## src/gpc_pkg.sv

```systemverilog
// gpc_pkg: constants, offsets and field layouts for the pad/port block.
// assumes: one 40 MHz system clock and a 32-bit AXI4-Lite register bus.
`default_nettype none
package gpc_pkg;
   // port geometry: ports B, D, E, J in that order, eight pins each
   localparam int unsigned NUM_PORTS  = 4;
   localparam int unsigned PORT_W     = 8;
   localparam int unsigned NUM_PINS   = NUM_PORTS * PORT_W;
   localparam int unsigned PORT_B     = 0;
   localparam int unsigned PORT_D     = 1;
   localparam int unsigned PORT_E     = 2;
   localparam int unsigned PORT_J     = 3;
   // register word indices (byte address = index * 4)
   localparam logic [4:0]  IDX_DIR0   = 5'h00;  // port p: 4*p + 0
   localparam logic [4:0]  IDX_LAT0   = 5'h01;  // port p: 4*p + 1
   localparam logic [4:0]  IDX_LVL0   = 5'h02;  // port p: 4*p + 2
   localparam logic [4:0]  IDX_STRIDE = 5'h04;
   localparam logic [4:0]  IDX_PADCFG = 5'h10;
   localparam logic [4:0]  IDX_OD1    = 5'h11;
   localparam logic [4:0]  IDX_OD2    = 5'h12;
   localparam logic [4:0]  IDX_OD3    = 5'h13;
   localparam logic [4:0]  IDX_MISC   = 5'h14;
   // reset values
   localparam logic [31:0] DIR_RST    = 32'hFFFFFFFF;
   localparam logic [31:0] LAT_RST    = 32'h00000000;
   localparam logic [7:0]  REG8_RST   = 8'h00;
   // writable masks of the open-drain control registers
   localparam logic [7:0]  OD1_MASK   = 8'hE1;
   localparam logic [7:0]  OD2_MASK   = 8'hFF;
   localparam logic [7:0]  OD3_MASK   = 8'hC0;
   // misc register bit positions
   localparam int unsigned MISC_BPU   = 0;
   localparam int unsigned MISC_CALOE = 1;
   // open-drain capable peripheral outputs land on pins OD_PIN_BASE + k
   localparam int unsigned NUM_OD     = 14;
   localparam int unsigned OD_PIN_BASE = 8;
   // calendar output select codes
   localparam logic [1:0]  CAL_ALARM  = 2'h0;
   localparam logic [1:0]  CAL_SECOND = 2'h1;
   localparam logic [1:0]  CAL_SOURCE = 2'h2;
   // AXI responses
   localparam logic [1:0]  RESP_OKAY  = 2'h0;
   localparam logic [1:0]  RESP_SLVERR = 2'h2;

   // pad configuration register layout, bit 7 down to bit 0
   typedef struct packed {
      logic       d_pu;     // group_d_pullup_enable
      logic       e_pu;     // group_e_pullup_enable
      logic       j_pu;     // group_j_pullup_enable
      logic [1:0] rsv_hi;   // unimplemented, zero
      logic [1:0] cal_sel;  // calendar_output_select
      logic       rsv_lo;   // unimplemented, zero
   } gpc_padcfg_t;
endpackage
`default_nettype wire

```

## src/gpc_gpio_pad_config.sv

```systemverilog
// gpc_gpio_pad_config: port direction/latch/pin-level logic, pull-up groups,
// calendar output select and peripheral open-drain control behind AXI4-Lite.
// assumes: pad_in and small_pkg come from pins; peripheral and calendar
// signals come from logic on sys_clk.
//
// Overview of operation
// - reading a pin-level register returns synchronised pin levels, not latches.
// - writing a pin-level register stores the value into the output latch.
// - direction bit 1 makes the pin an input with its driver off.
// - direction bit 0 drives the pin with its output latch bit.
// - latch register reads and rewrites latch values, whatever the pins show.
// - an enabled peripheral owns its pin; port logic cannot drive it.
// - ports B, D, E, J each have weak pull-ups under one group enable.
// - pull-up enables for D, E, J sit in pad configuration bits 7:5.
// - with group enable 1, each pull-up follows its pin's latch bit.
// - with group enable 0, all pull-ups of that port are off.
// - calendar select 00 alarm, 01 seconds, 10 source clock, 11 reserved.
// - calendar pin shows the selection only while its output enable is set.
// - J pull-up enable is absent on the small package and reads 0.
// - open-drain option exists only on serial, SPI and capture/compare outputs.
// - open-drain bit set gives open-drain drive; cleared gives push-pull.
// - open-drain bits enable at 1, disable at 0, and reset to 0.
`default_nettype none
module gpc_gpio_pad_config
   import gpc_pkg::*;
(
   input  wire logic                sys_clk,
   input  wire logic                reset,
   // AXI4-Lite slave
   input  wire logic [31:0]         s_axi_awaddr,
   input  wire logic                s_axi_awvalid,
   output var  logic                s_axi_awready,
   input  wire logic [31:0]         s_axi_wdata,
   input  wire logic [3:0]          s_axi_wstrb,
   input  wire logic                s_axi_wvalid,
   output var  logic                s_axi_wready,
   output var  logic [1:0]          s_axi_bresp,
   output var  logic                s_axi_bvalid,
   input  wire logic                s_axi_bready,
   input  wire logic [31:0]         s_axi_araddr,
   input  wire logic                s_axi_arvalid,
   output var  logic                s_axi_arready,
   output var  logic [31:0]         s_axi_rdata,
   output var  logic [1:0]          s_axi_rresp,
   output var  logic                s_axi_rvalid,
   input  wire logic                s_axi_rready,
   // pins
   input  wire logic [NUM_PINS-1:0] pad_in,
   output var  logic [NUM_PINS-1:0] pad_out_q,
   output var  logic [NUM_PINS-1:0] pad_oe_q,
   output var  logic [NUM_PINS-1:0] pad_pullup_q,
   input  wire logic                small_pkg,
   // peripherals sharing the pins
   input  wire logic [NUM_PINS-1:0] periph_en,
   input  wire logic [NUM_PINS-1:0] periph_out,
   input  wire logic [NUM_PINS-1:0] periph_oe,
   // clock-calendar sources and pin
   input  wire logic                cal_alarm,
   input  wire logic                cal_seconds,
   input  wire logic                cal_source,
   output var  logic                calendar_pin_q
);

   // control and status storage
   logic [NUM_PINS-1:0] dir_q;
   logic [NUM_PINS-1:0] latch_q;
   gpc_padcfg_t         cfg_q;
   logic [7:0]          od1_q;
   logic [7:0]          od2_q;
   logic [7:0]          od3_q;
   logic                bpu_q;
   logic                caloe_q;
   logic [NUM_PINS-1:0] pin_meta_q;
   logic [NUM_PINS-1:0] pin_sync_q;
   logic                small_meta_q;
   logic                small_q;

   // write channel holding registers
   logic                aw_full_q;
   logic                w_full_q;
   logic [4:0]          widx_q;
   logic [7:0]          wdata_q;
   logic                wlane_q;
   logic                aw_full_d;
   logic                w_full_d;
   logic                do_wr;
   logic                wr_hit;
   logic [4:0]          ridx;
   logic [31:0]         rd_word;
   logic                rd_hit;

   // pad drive next values
   logic [NUM_PINS-1:0] od_pin;
   logic [NUM_PINS-1:0] group_en;
   logic [NUM_PINS-1:0] pad_out_d;
   logic [NUM_PINS-1:0] pad_oe_d;
   logic [NUM_PINS-1:0] pullup_d;
   logic                calendar_d;

   // two-stage synchronisers for the pins and the package strap
   always_ff @(posedge sys_clk) begin
      if (reset) begin
         pin_meta_q   <= '0;
         pin_sync_q   <= '0;
         small_meta_q <= 1'b0;
         small_q      <= 1'b0;
      end else begin
         pin_meta_q   <= pad_in;
         pin_sync_q   <= pin_meta_q;
         small_meta_q <= small_pkg;
         small_q      <= small_meta_q;
      end
   end

   // write address and data are caught independently, then committed together
   assign do_wr     = aw_full_q & w_full_q & ~s_axi_bvalid;
   assign aw_full_d = do_wr ? 1'b0 : (aw_full_q | (s_axi_awvalid & s_axi_awready));
   assign w_full_d  = do_wr ? 1'b0 : (w_full_q | (s_axi_wvalid & s_axi_wready));
   assign wr_hit    = (widx_q[4] == 1'b0) ? (widx_q[1:0] != 2'h3) && ({1'b0, widx_q[3:2]} < 3'(NUM_PORTS))
                    : (widx_q <= IDX_MISC);

   always_ff @(posedge sys_clk) begin
      if (reset) begin
         aw_full_q     <= 1'b0;
         w_full_q      <= 1'b0;
         s_axi_awready <= 1'b1;
         s_axi_wready  <= 1'b1;
         s_axi_bvalid  <= 1'b0;
         s_axi_bresp   <= RESP_OKAY;
         widx_q        <= 5'h00;
         wdata_q       <= 8'h00;
         wlane_q       <= 1'b0;
      end else begin
         aw_full_q     <= aw_full_d;
         w_full_q      <= w_full_d;
         s_axi_awready <= ~aw_full_d;
         s_axi_wready  <= ~w_full_d;
         if (s_axi_awvalid && s_axi_awready) begin
            widx_q <= s_axi_awaddr[6:2];
         end
         if (s_axi_wvalid && s_axi_wready) begin
            wdata_q <= s_axi_wdata[7:0];
            wlane_q <= s_axi_wstrb[0];
         end
         if (do_wr) begin
            s_axi_bvalid <= 1'b1;
            s_axi_bresp  <= wr_hit ? RESP_OKAY : RESP_SLVERR;
         end else if (s_axi_bvalid && s_axi_bready) begin
            s_axi_bvalid <= 1'b0;
         end
      end
   end

   // port direction and output latch registers
   always_ff @(posedge sys_clk) begin
      if (reset) begin
         dir_q   <= DIR_RST;
         latch_q <= LAT_RST;
      end else if (do_wr && wlane_q && widx_q[4] == 1'b0 && {1'b0, widx_q[3:2]} < 3'(NUM_PORTS)) begin
         unique case (widx_q[1:0])
            IDX_DIR0[1:0]: dir_q[widx_q[3:2]*PORT_W +: PORT_W]   <= wdata_q;
            IDX_LAT0[1:0]: latch_q[widx_q[3:2]*PORT_W +: PORT_W] <= wdata_q;
            IDX_LVL0[1:0]: latch_q[widx_q[3:2]*PORT_W +: PORT_W] <= wdata_q;
            default: ;
         endcase
      end
   end

   // pad configuration, open-drain controls and misc enables
   always_ff @(posedge sys_clk) begin
      if (reset) begin
         cfg_q   <= gpc_padcfg_t'(REG8_RST);
         od1_q   <= REG8_RST;
         od2_q   <= REG8_RST;
         od3_q   <= REG8_RST;
         bpu_q   <= 1'b0;
         caloe_q <= 1'b0;
      end else begin
         if (do_wr && wlane_q) begin
            unique case (widx_q)
               IDX_PADCFG: begin
                  cfg_q.d_pu    <= wdata_q[7];
                  cfg_q.e_pu    <= wdata_q[6];
                  cfg_q.j_pu    <= wdata_q[5] & ~small_q;
                  cfg_q.cal_sel <= wdata_q[2:1];
               end
               IDX_OD1: od1_q <= wdata_q & OD1_MASK;
               IDX_OD2: od2_q <= wdata_q & OD2_MASK;
               IDX_OD3: od3_q <= wdata_q & OD3_MASK;
               IDX_MISC: begin
                  bpu_q   <= wdata_q[MISC_BPU];
                  caloe_q <= wdata_q[MISC_CALOE];
               end
               default: ;
            endcase
         end
         if (small_q) begin
            cfg_q.j_pu <= 1'b0;
         end
         cfg_q.rsv_hi <= 2'h0;
         cfg_q.rsv_lo <= 1'b0;
      end
   end

   // read data multiplexer
   assign ridx = s_axi_araddr[6:2];
   always_comb begin
      rd_word = 32'h00000000;
      rd_hit  = 1'b1;
      if (ridx[4] == 1'b0 && {1'b0, ridx[3:2]} < 3'(NUM_PORTS) && ridx[1:0] != 2'h3) begin
         unique case (ridx[1:0])
            IDX_DIR0[1:0]: rd_word[7:0] = dir_q[ridx[3:2]*PORT_W +: PORT_W];
            IDX_LAT0[1:0]: rd_word[7:0] = latch_q[ridx[3:2]*PORT_W +: PORT_W];
            default:       rd_word[7:0] = pin_sync_q[ridx[3:2]*PORT_W +: PORT_W];
         endcase
      end else begin
         unique case (ridx)
            IDX_PADCFG: rd_word[7:0] = cfg_q;
            IDX_OD1:    rd_word[7:0] = od1_q;
            IDX_OD2:    rd_word[7:0] = od2_q;
            IDX_OD3:    rd_word[7:0] = od3_q;
            IDX_MISC:   rd_word[1:0] = {caloe_q, bpu_q};
            default:    rd_hit = 1'b0;
         endcase
      end
   end

   // read channel: answer one cycle after the address is taken
   always_ff @(posedge sys_clk) begin
      if (reset) begin
         s_axi_arready <= 1'b1;
         s_axi_rvalid  <= 1'b0;
         s_axi_rdata   <= 32'h00000000;
         s_axi_rresp   <= RESP_OKAY;
      end else if (s_axi_arvalid && s_axi_arready) begin
         s_axi_arready <= 1'b0;
         s_axi_rvalid  <= 1'b1;
         s_axi_rdata   <= rd_word;
         s_axi_rresp   <= rd_hit ? RESP_OKAY : RESP_SLVERR;
      end else if (s_axi_rvalid && s_axi_rready) begin
         s_axi_rvalid  <= 1'b0;
         s_axi_arready <= 1'b1;
      end
   end

   // open-drain capable pins and pull-up group enables per pin
   always_comb begin
      od_pin = '0;
      od_pin[OD_PIN_BASE +: NUM_OD] = {od3_q[7:6], od2_q, od1_q[7:5], od1_q[0]};
      group_en = {{PORT_W{cfg_q.j_pu}}, {PORT_W{cfg_q.e_pu}},
                  {PORT_W{cfg_q.d_pu}}, {PORT_W{bpu_q}}};
   end

   // pin drive: peripheral first, else direction and latch
   always_comb begin
      for (int n = 0; n < NUM_PINS; n++) begin
         if (periph_en[n]) begin
            pad_out_d[n] = od_pin[n] ? 1'b0 : periph_out[n];
            pad_oe_d[n]  = od_pin[n] ? (periph_oe[n] & ~periph_out[n]) : periph_oe[n];
         end else begin
            pad_out_d[n] = latch_q[n];
            pad_oe_d[n]  = ~dir_q[n];
         end
         pullup_d[n] = group_en[n] & latch_q[n];
      end
   end

   // calendar pin source selection
   always_comb begin
      unique case (cfg_q.cal_sel)
         CAL_ALARM:  calendar_d = cal_alarm;
         CAL_SECOND: calendar_d = cal_seconds;
         CAL_SOURCE: calendar_d = cal_source;
         default:    calendar_d = 1'b0; // reserved code drives low
      endcase
      calendar_d = calendar_d & caloe_q;
   end

   // registered pad outputs
   always_ff @(posedge sys_clk) begin
      if (reset) begin
         pad_out_q      <= '0;
         pad_oe_q       <= '0;
         pad_pullup_q   <= '0;
         calendar_pin_q <= 1'b0;
      end else begin
         pad_out_q      <= pad_out_d;
         pad_oe_q       <= pad_oe_d;
         pad_pullup_q   <= pullup_d;
         calendar_pin_q <= calendar_d;
      end
   end

   // checks on the block's own behaviour
   a_level_readback: assert property (@(posedge sys_clk) disable iff (reset)
      $rose(s_axi_rvalid) && $past(ridx) == IDX_LVL0 |-> s_axi_rdata[7:0] == $past(pin_sync_q[7:0]))
      else $error("pin-level read does not show pin levels");
   a_level_write: assert property (@(posedge sys_clk) disable iff (reset)
      do_wr && wlane_q && widx_q == IDX_LVL0 |=> latch_q[7:0] == $past(wdata_q))
      else $error("pin-level write missed the latch");
   a_input_hiz: assert property (@(posedge sys_clk) disable iff (reset)
      !periph_en[0] && dir_q[0] |=> !pad_oe_q[0])
      else $error("input pin still driven");
   a_output_drive: assert property (@(posedge sys_clk) disable iff (reset)
      !periph_en[0] && !dir_q[0] |=> pad_oe_q[0] && pad_out_q[0] == $past(latch_q[0]))
      else $error("output pin not driven from latch");
   a_periph_owns: assert property (@(posedge sys_clk) disable iff (reset)
      periph_en[0] |=> pad_out_q[0] == $past(periph_out[0]) && pad_oe_q[0] == $past(periph_oe[0]))
      else $error("peripheral lost its pin");
   a_pullup_group: assert property (@(posedge sys_clk) disable iff (reset)
      1'b1 |=> pad_pullup_q[PORT_D*PORT_W] == $past(cfg_q.d_pu & latch_q[PORT_D*PORT_W]))
      else $error("pull-up not following group and latch");
   a_cal_route: assert property (@(posedge sys_clk) disable iff (reset)
      caloe_q && cfg_q.cal_sel == CAL_SECOND |=> calendar_pin_q == $past(cal_seconds))
      else $error("calendar pin not routed");
   a_cal_gate: assert property (@(posedge sys_clk) disable iff (reset)
      !caloe_q |=> !calendar_pin_q)
      else $error("calendar pin active while disabled");
   a_j_absent: assert property (@(posedge sys_clk) disable iff (reset)
      small_q && $past(small_q) |-> !cfg_q.j_pu)
      else $error("J pull-up enable set on small package");
   a_od_drive: assert property (@(posedge sys_clk) disable iff (reset)
      periph_en[OD_PIN_BASE] && od1_q[0] |=> !pad_out_q[OD_PIN_BASE]
      && pad_oe_q[OD_PIN_BASE] == $past(periph_oe[OD_PIN_BASE] & ~periph_out[OD_PIN_BASE]))
      else $error("open-drain pin drove high");
   a_od_reset: assert property (@(posedge sys_clk)
      reset |=> od1_q == 8'h00 && od2_q == 8'h00 && od3_q == 8'h00)
      else $error("open-drain bits not cleared by reset");
   a_rsv_zero: assert property (@(posedge sys_clk) disable iff (reset)
      $past(do_wr) && !$past(reset) |=> cfg_q.rsv_hi == 2'h0 && !cfg_q.rsv_lo)
      else $error("unimplemented pad bits not zero");

endmodule // gpc_gpio_pad_config
`default_nettype wire

```

## config.mk

```make
export PLATFORM = sky130hd
export DESIGN_NAME = gpc_gpio_pad_config
export DESIGN_NICKNAME = d
export VERILOG_FILES = /design/src/gpc_pkg.sv /design/src/gpc_gpio_pad_config.sv
export SDC_FILE = /design/constraint.sdc
export NUM_CORES = 1
export LEC_CHECK = 0
export BUFFER_PORTS_ARGS = -buffer_cell sky130_fd_sc_hd__buf_2
export CAP_MARGIN = 20
export CELL_PAD_IN_SITES_DETAIL_PLACEMENT = 2
export CELL_PAD_IN_SITES_GLOBAL_PLACEMENT = 2
export CORE_MARGIN = 2
export CORE_UTILIZATION = 31
export DETAILED_ROUTE_END_ITERATION = 8
export GPL_TIMING_DRIVEN = 0
export HOLD_SLACK_MARGIN = 0.08
export PLACE_DENSITY_LB_ADDON = 0.1
export SYNTH_ARGS = -nofsm -noshare
export SYNTH_HDL_FRONTEND = slang
export SYNTH_SLANG_ARGS = --single-unit
```

## constraint.sdc

```tcl
create_clock -name sys_clk -period 3.78 [get_ports sys_clk]
set_clock_uncertainty 0.15 [all_clocks]
set_input_delay 1.134 -clock sys_clk [delete_from_list [all_inputs] [get_ports sys_clk]]
set_output_delay 1.134 -clock sys_clk [all_outputs]
set_load 0.03 [all_outputs]
```

# After elaboration in Yosys (flattened, before gate mapping)
# Cells that the tools add are included.
op_classes:
  add_sub_neg: 1
  n_mul: 0
  div_mod_pow: 0
  n_lt_le_gt_ge: 1
  n_eq_ne: 17
  n_shift: 5
  mux: 112
  bitwise_logic: 106
  n_reduce_logical: 23
op_table:
  columns: ["op", "n"]
  rows:
  - ["1-bit 2-to-1 mux", 103]
  - ["32-bit by 6-bit indexed part select with 8-bit output", 3]
  - ["32-bit bitwise mux", 2]
  - ["1-bit AND", 52]
  - ["1-bit inverter", 52]
  - ["5-bit == test (second input constant)", 10]
  - ["5-bit negator with 34-bit output", 1]
  - ["8-bit by 34-bit variable shift with 32-bit output (first input constant)", 1]
  - ["8-bit by 34-bit indexed part select with 32-bit output", 1]
  - ["6-bit one-hot mux with 4 select lines", 1]
  - ["8-bit one-hot mux with 2 select lines", 1]
  - ["2-bit AND reduction", 7]
  - ["1-bit logical AND", 8]
  - ["8-bit 2-to-1 mux", 1]
  - ["2-bit one-hot mux with 4 select lines", 1]
  - ["2-bit by 1-bit == test with 1-bit output (second input constant)", 3]
  - ["2-bit logical NOT", 3]
  - ["5-bit <= comparator (second input constant)", 1]
  - ["5-bit OR reduction", 1]
  - ["2-bit == test (second input constant)", 2]
  - ["2-bit 2-to-1 mux", 2]
  - ["2-bit != test (second input constant)", 2]
  - ["2-bit nonzero test", 2]
  - ["2-bit OR reduction", 2]
  - ["2 further kinds", 3]
totals:
  ff_bits: 284
  latchBits: 0
  ram_bits: 0
  romBits: 0
  in_bits: 239
  out_inout_bits: 138
  n_memories: 0

# Depth between registers and ports, before layout
logic_depth:
  word_depth: 5
  depth_mapped: 8

# Least setup slack after synthesis
# No wires, ideal clock.
synth_timing:
  kind: "input -> register"
  startpoint: "in s_axi_araddr[2]"
  endpoint: "reg s_axi_rdata[6]"
  arrival_ns: 2.346
  required_time_ns: 3.497
  setup_slack_ns: 1.151
  cell_stages: 5
  path_cell_list: "buf_6 mux2_2 mux4_2 a221oi_2 a211oi_1"
synth_between:
  elab_chain_cells: 3
synth_lines:
  columns: ["item", "line", "source"]
  rows:
  - ["start, declared", "gpc_gpio_pad_config.sv:40", "input wire logic [31:0] s_axi_araddr,"]
  - ["5-bit == test (tied with other cells)", "gpc_gpio_pad_config.sv:217", "unique case (ridx)"]
  - ["6-bit one-hot mux with 4 select lines (tied with other cells)", "gpc_gpio_pad_config.sv:217", null]
  - ["8-bit 2-to-1 mux (*)", "gpc_gpio_pad_config.sv:210", "if (ridx[4] == 1'b0 && {1'b0, ridx[3:2]} < 3'(NUM_PORTS) && ridx[1:0] != 2'h3) begin"]
  - ["end signal, assigned", "gpc_gpio_pad_config.sv:238", "s_axi_rdata <= rd_word;"]
  - ["end, declared", "gpc_gpio_pad_config.sv:43", "output var logic [31:0] s_axi_rdata,"]
# Every way passes the cells marked *; elsewhere a longest branch is shown, timed or not.
# A chain may end at the register's enable or synchronous reset.

# Worst setup path in the final report
layout_timing:
  startpoint: "in reset"
  endpoint: "reg pad_oe_q[26]"
layout_rtl:
  columns: ["item", "line", "source"]
  rows:
  - ["start, declared", "gpc_gpio_pad_config.sv:28", "input wire logic reset,"]
  - ["end signal, assigned", "gpc_gpio_pad_config.sv:288", "pad_oe_q <= pad_oe_d;"]
  - ["end, declared", "gpc_gpio_pad_config.sv:50", "output var logic [NUM_PINS-1:0] pad_oe_q,"]
# No word-level cell between the ends.

==> results.cfg <==
[run_status]
status = finished, final reports clean

[timing]
finalSetupTns_ps = 0
hold_viol_final = 0
rsz0062_at_grt = no
max_freq_ghz = 0.3319
setup_viol = 0
maxSlewHeadroom_pct = 37.61
tightest_slew_ps = 935.9
finalCritPeriodShare_pct = 79.72
holdWs_ps = 285.7
fin_crit_ps = 3013
slew_violations = 0

[clocking]
cts_tree = built
cts_buffer_depth = 3
cts_setup_buffers = 0
clock_latency_ps = 560
cts_resized = 0
cts.reportedPaths.clkPinSlew_ps = 60
clock-sinks = 279
h-tree-depth = 1
numCtsBuffers = 31
ctsHoldBuffers = 0
root_buffer = clkbuf_16

[global_route]
grt_overflow = 0
track_usage_pct = 22.29
grt_pass1_vias = 9805
grt_pass1_wl_mm = 60.32
grt_max_degree = 15
antenna_found_initial = 4

[floorplan]
core_area_um2 = 34290
die_area_um2 = 36150
core.rowCount = 68
die_h_um = 190.1
die_w_um = 190.1
io_pins = 377
initial_core_util_pct = 31.32

[detailed_routing]
num_vias = 9210
wl_per_cell_um = 21.17
first_iter_violations = 387
drc = 0
via_per_inst = 4.797
routed_wl_mm = 40.64
drtPass1Iterations = 4
ant_nets = 0

[power_and_ir_drop]
swShare_pct = 26.04
pwr-share-clk_pct = 44.5
p_leak_nw = 5.982
switchingPower_mw = 1.744
finalPower_mw = 6.697
power_density_nw_per_um2 = 487.2
seq_power_share_pct = 45.8
ir_drop_v = 0.0003282
pwr-share-comb_pct = 9.7
p_int_mw = 4.953

[yosys]
async_flop_share_pct = 0
synth.area.top_cells = dfxtp_1 (52%), mux2i_1 (6.1%), nor2_1 (5.1%)
synthFlopType = dfxtp_1
synth_area_um2 = 10740
post-synth-top-count-cell = dfxtp_1
ys_seq_elements = 279
yosysUniqueCellTypes = 46
ys.warnings.count = 0
synth_edf_count = 0
synthTopCellsByCount = dfxtp_1 (279), nor2_1 (146), nand2_1 (124)
synthesis.instances = 1113
yosysSeqAreaShare_pct = 52.01
yosysTopAreaCellShare_pct = 52.01
syn_avg_cell_area_um2 = 9.649
yosysTopAreaCell = dfxtp_1

[worst_setup_path]
crit_buf_inv = 4
crit_family = buffers and inverters
worstSetupStartpointType = primary input
cp_common_cell = clkbuf_1
worst_ep_required_time_ps = 4040
arrival_ps = 3270
criticalPathCategory = in2reg
path_cells = buf_2 -> clkbuf_1 -> clkbuf_1 -> clkbuf_1 -> nor2_1
cp-end-kind = register
path_max_fanout = 10
cp_slowest_stage_delay_ps = 760
critPathSlowestCell = clkbuf_1

[placement]
portBuffers = 267
hpwlAfterDp_mm = 30.78
place_congestion = 0.7939

[cells_and_area]
layout.nets = 1686
area_growth_pct = 27.99
drive_gt1_share_pct = 28.06

[hold_path]
hold_path_class = reg2reg

[job]
maxCapViolCount = 0
cells by family after synthesis:
family	after synthesis	synth area share (%)
fa+ha+maj	9	1.049
mux	85	9.868
compound gates	170	10.30
flops	279	52.01
other cells	1	0.03492
simple gates	472	21.79
buf+inv	97	4.952
per-stage QoR:
step,instances,cell area [µm²],setup WS (ps),util (%)
final,1920,13740,766.7,40.09
after global routing,1917,13740,558.9,40.06
after CTS,1916,13730,686.1,40.06
after detailed placement,1860,12740,82.78,37.15
after global placement,1860,12740,160.3,37.15
after floorplan,1138,10830,1151,-
path summary, 6_finish.rpt:
kind	from	endpoint	slack [ps]	cells past startpoint
max reg2reg	widx_q[2]	latch_q[5]	1030	6
max	reset	pad_oe_q[26]	770	5
min	pin_meta_q[13]	pin_sync_q[13]	290	1
min reg2reg	pin_meta_q[13]	pin_sync_q[13]	290	1
layout make-up:
type                       count  area, µm²
clock buffer                  38      832.0
inverter                       8      30.03
buffer                        89      501.7
timing repair buffer         267       1336
tap                          455      569.3
clock inverter                18      163.9
sequential                   279       5585
antenna                        4      10.01
multi-input combinational    762       4716
fill                        3882      20540
sequential cells by signal (all words and copies together) (netlist names), 2 cells and up:
signal / flops
dir_q: 32
latch_q: 32
pad_oe_q: 32
pad_out_q: 32
pad_pullup_q: 32
pin_meta_q: 32
pin_sync_q: 32
od2_q: 8
s_axi_rdata: 8
wdata_q: 8
cfg_q: 5
widx_q: 5
od1_q: 4
od3_q: 2
layout by cell type, fill, tap and decap left out, drive strengths merged, types with 26 or more instances in the layout:
master,netlist,final
and2,36,36
buf,50,317
a21oi,84,84
nor2b,76,76
mux2i,65,65
dfxtp,279,279
nor2,146,146
conb,1,26
a211o,32,32
clkbuf,39,77
nand2,124,124
layer usage:
metal	vias to the layer above	track usage, %	routed length [µm]
li1	4372	-	-
met1	4542	28.50	17730
met2	242	38.95	19790
met3	54	4.114	2268
met4	0	5.009	848
met5	-	0	0
power groups by stage:
stage	logic (mW)	registers (mW)	clock network, mW
after floorplan	0.299	3.20	0
after global placement	0.638	3.13	0
after detailed placement	0.650	3.13	0
after CTS	0.655	3.07	3.04
after global routing	0.704	3.07	3.17
final	0.650	3.06	2.98
Power figures use the tool's default switching activity.
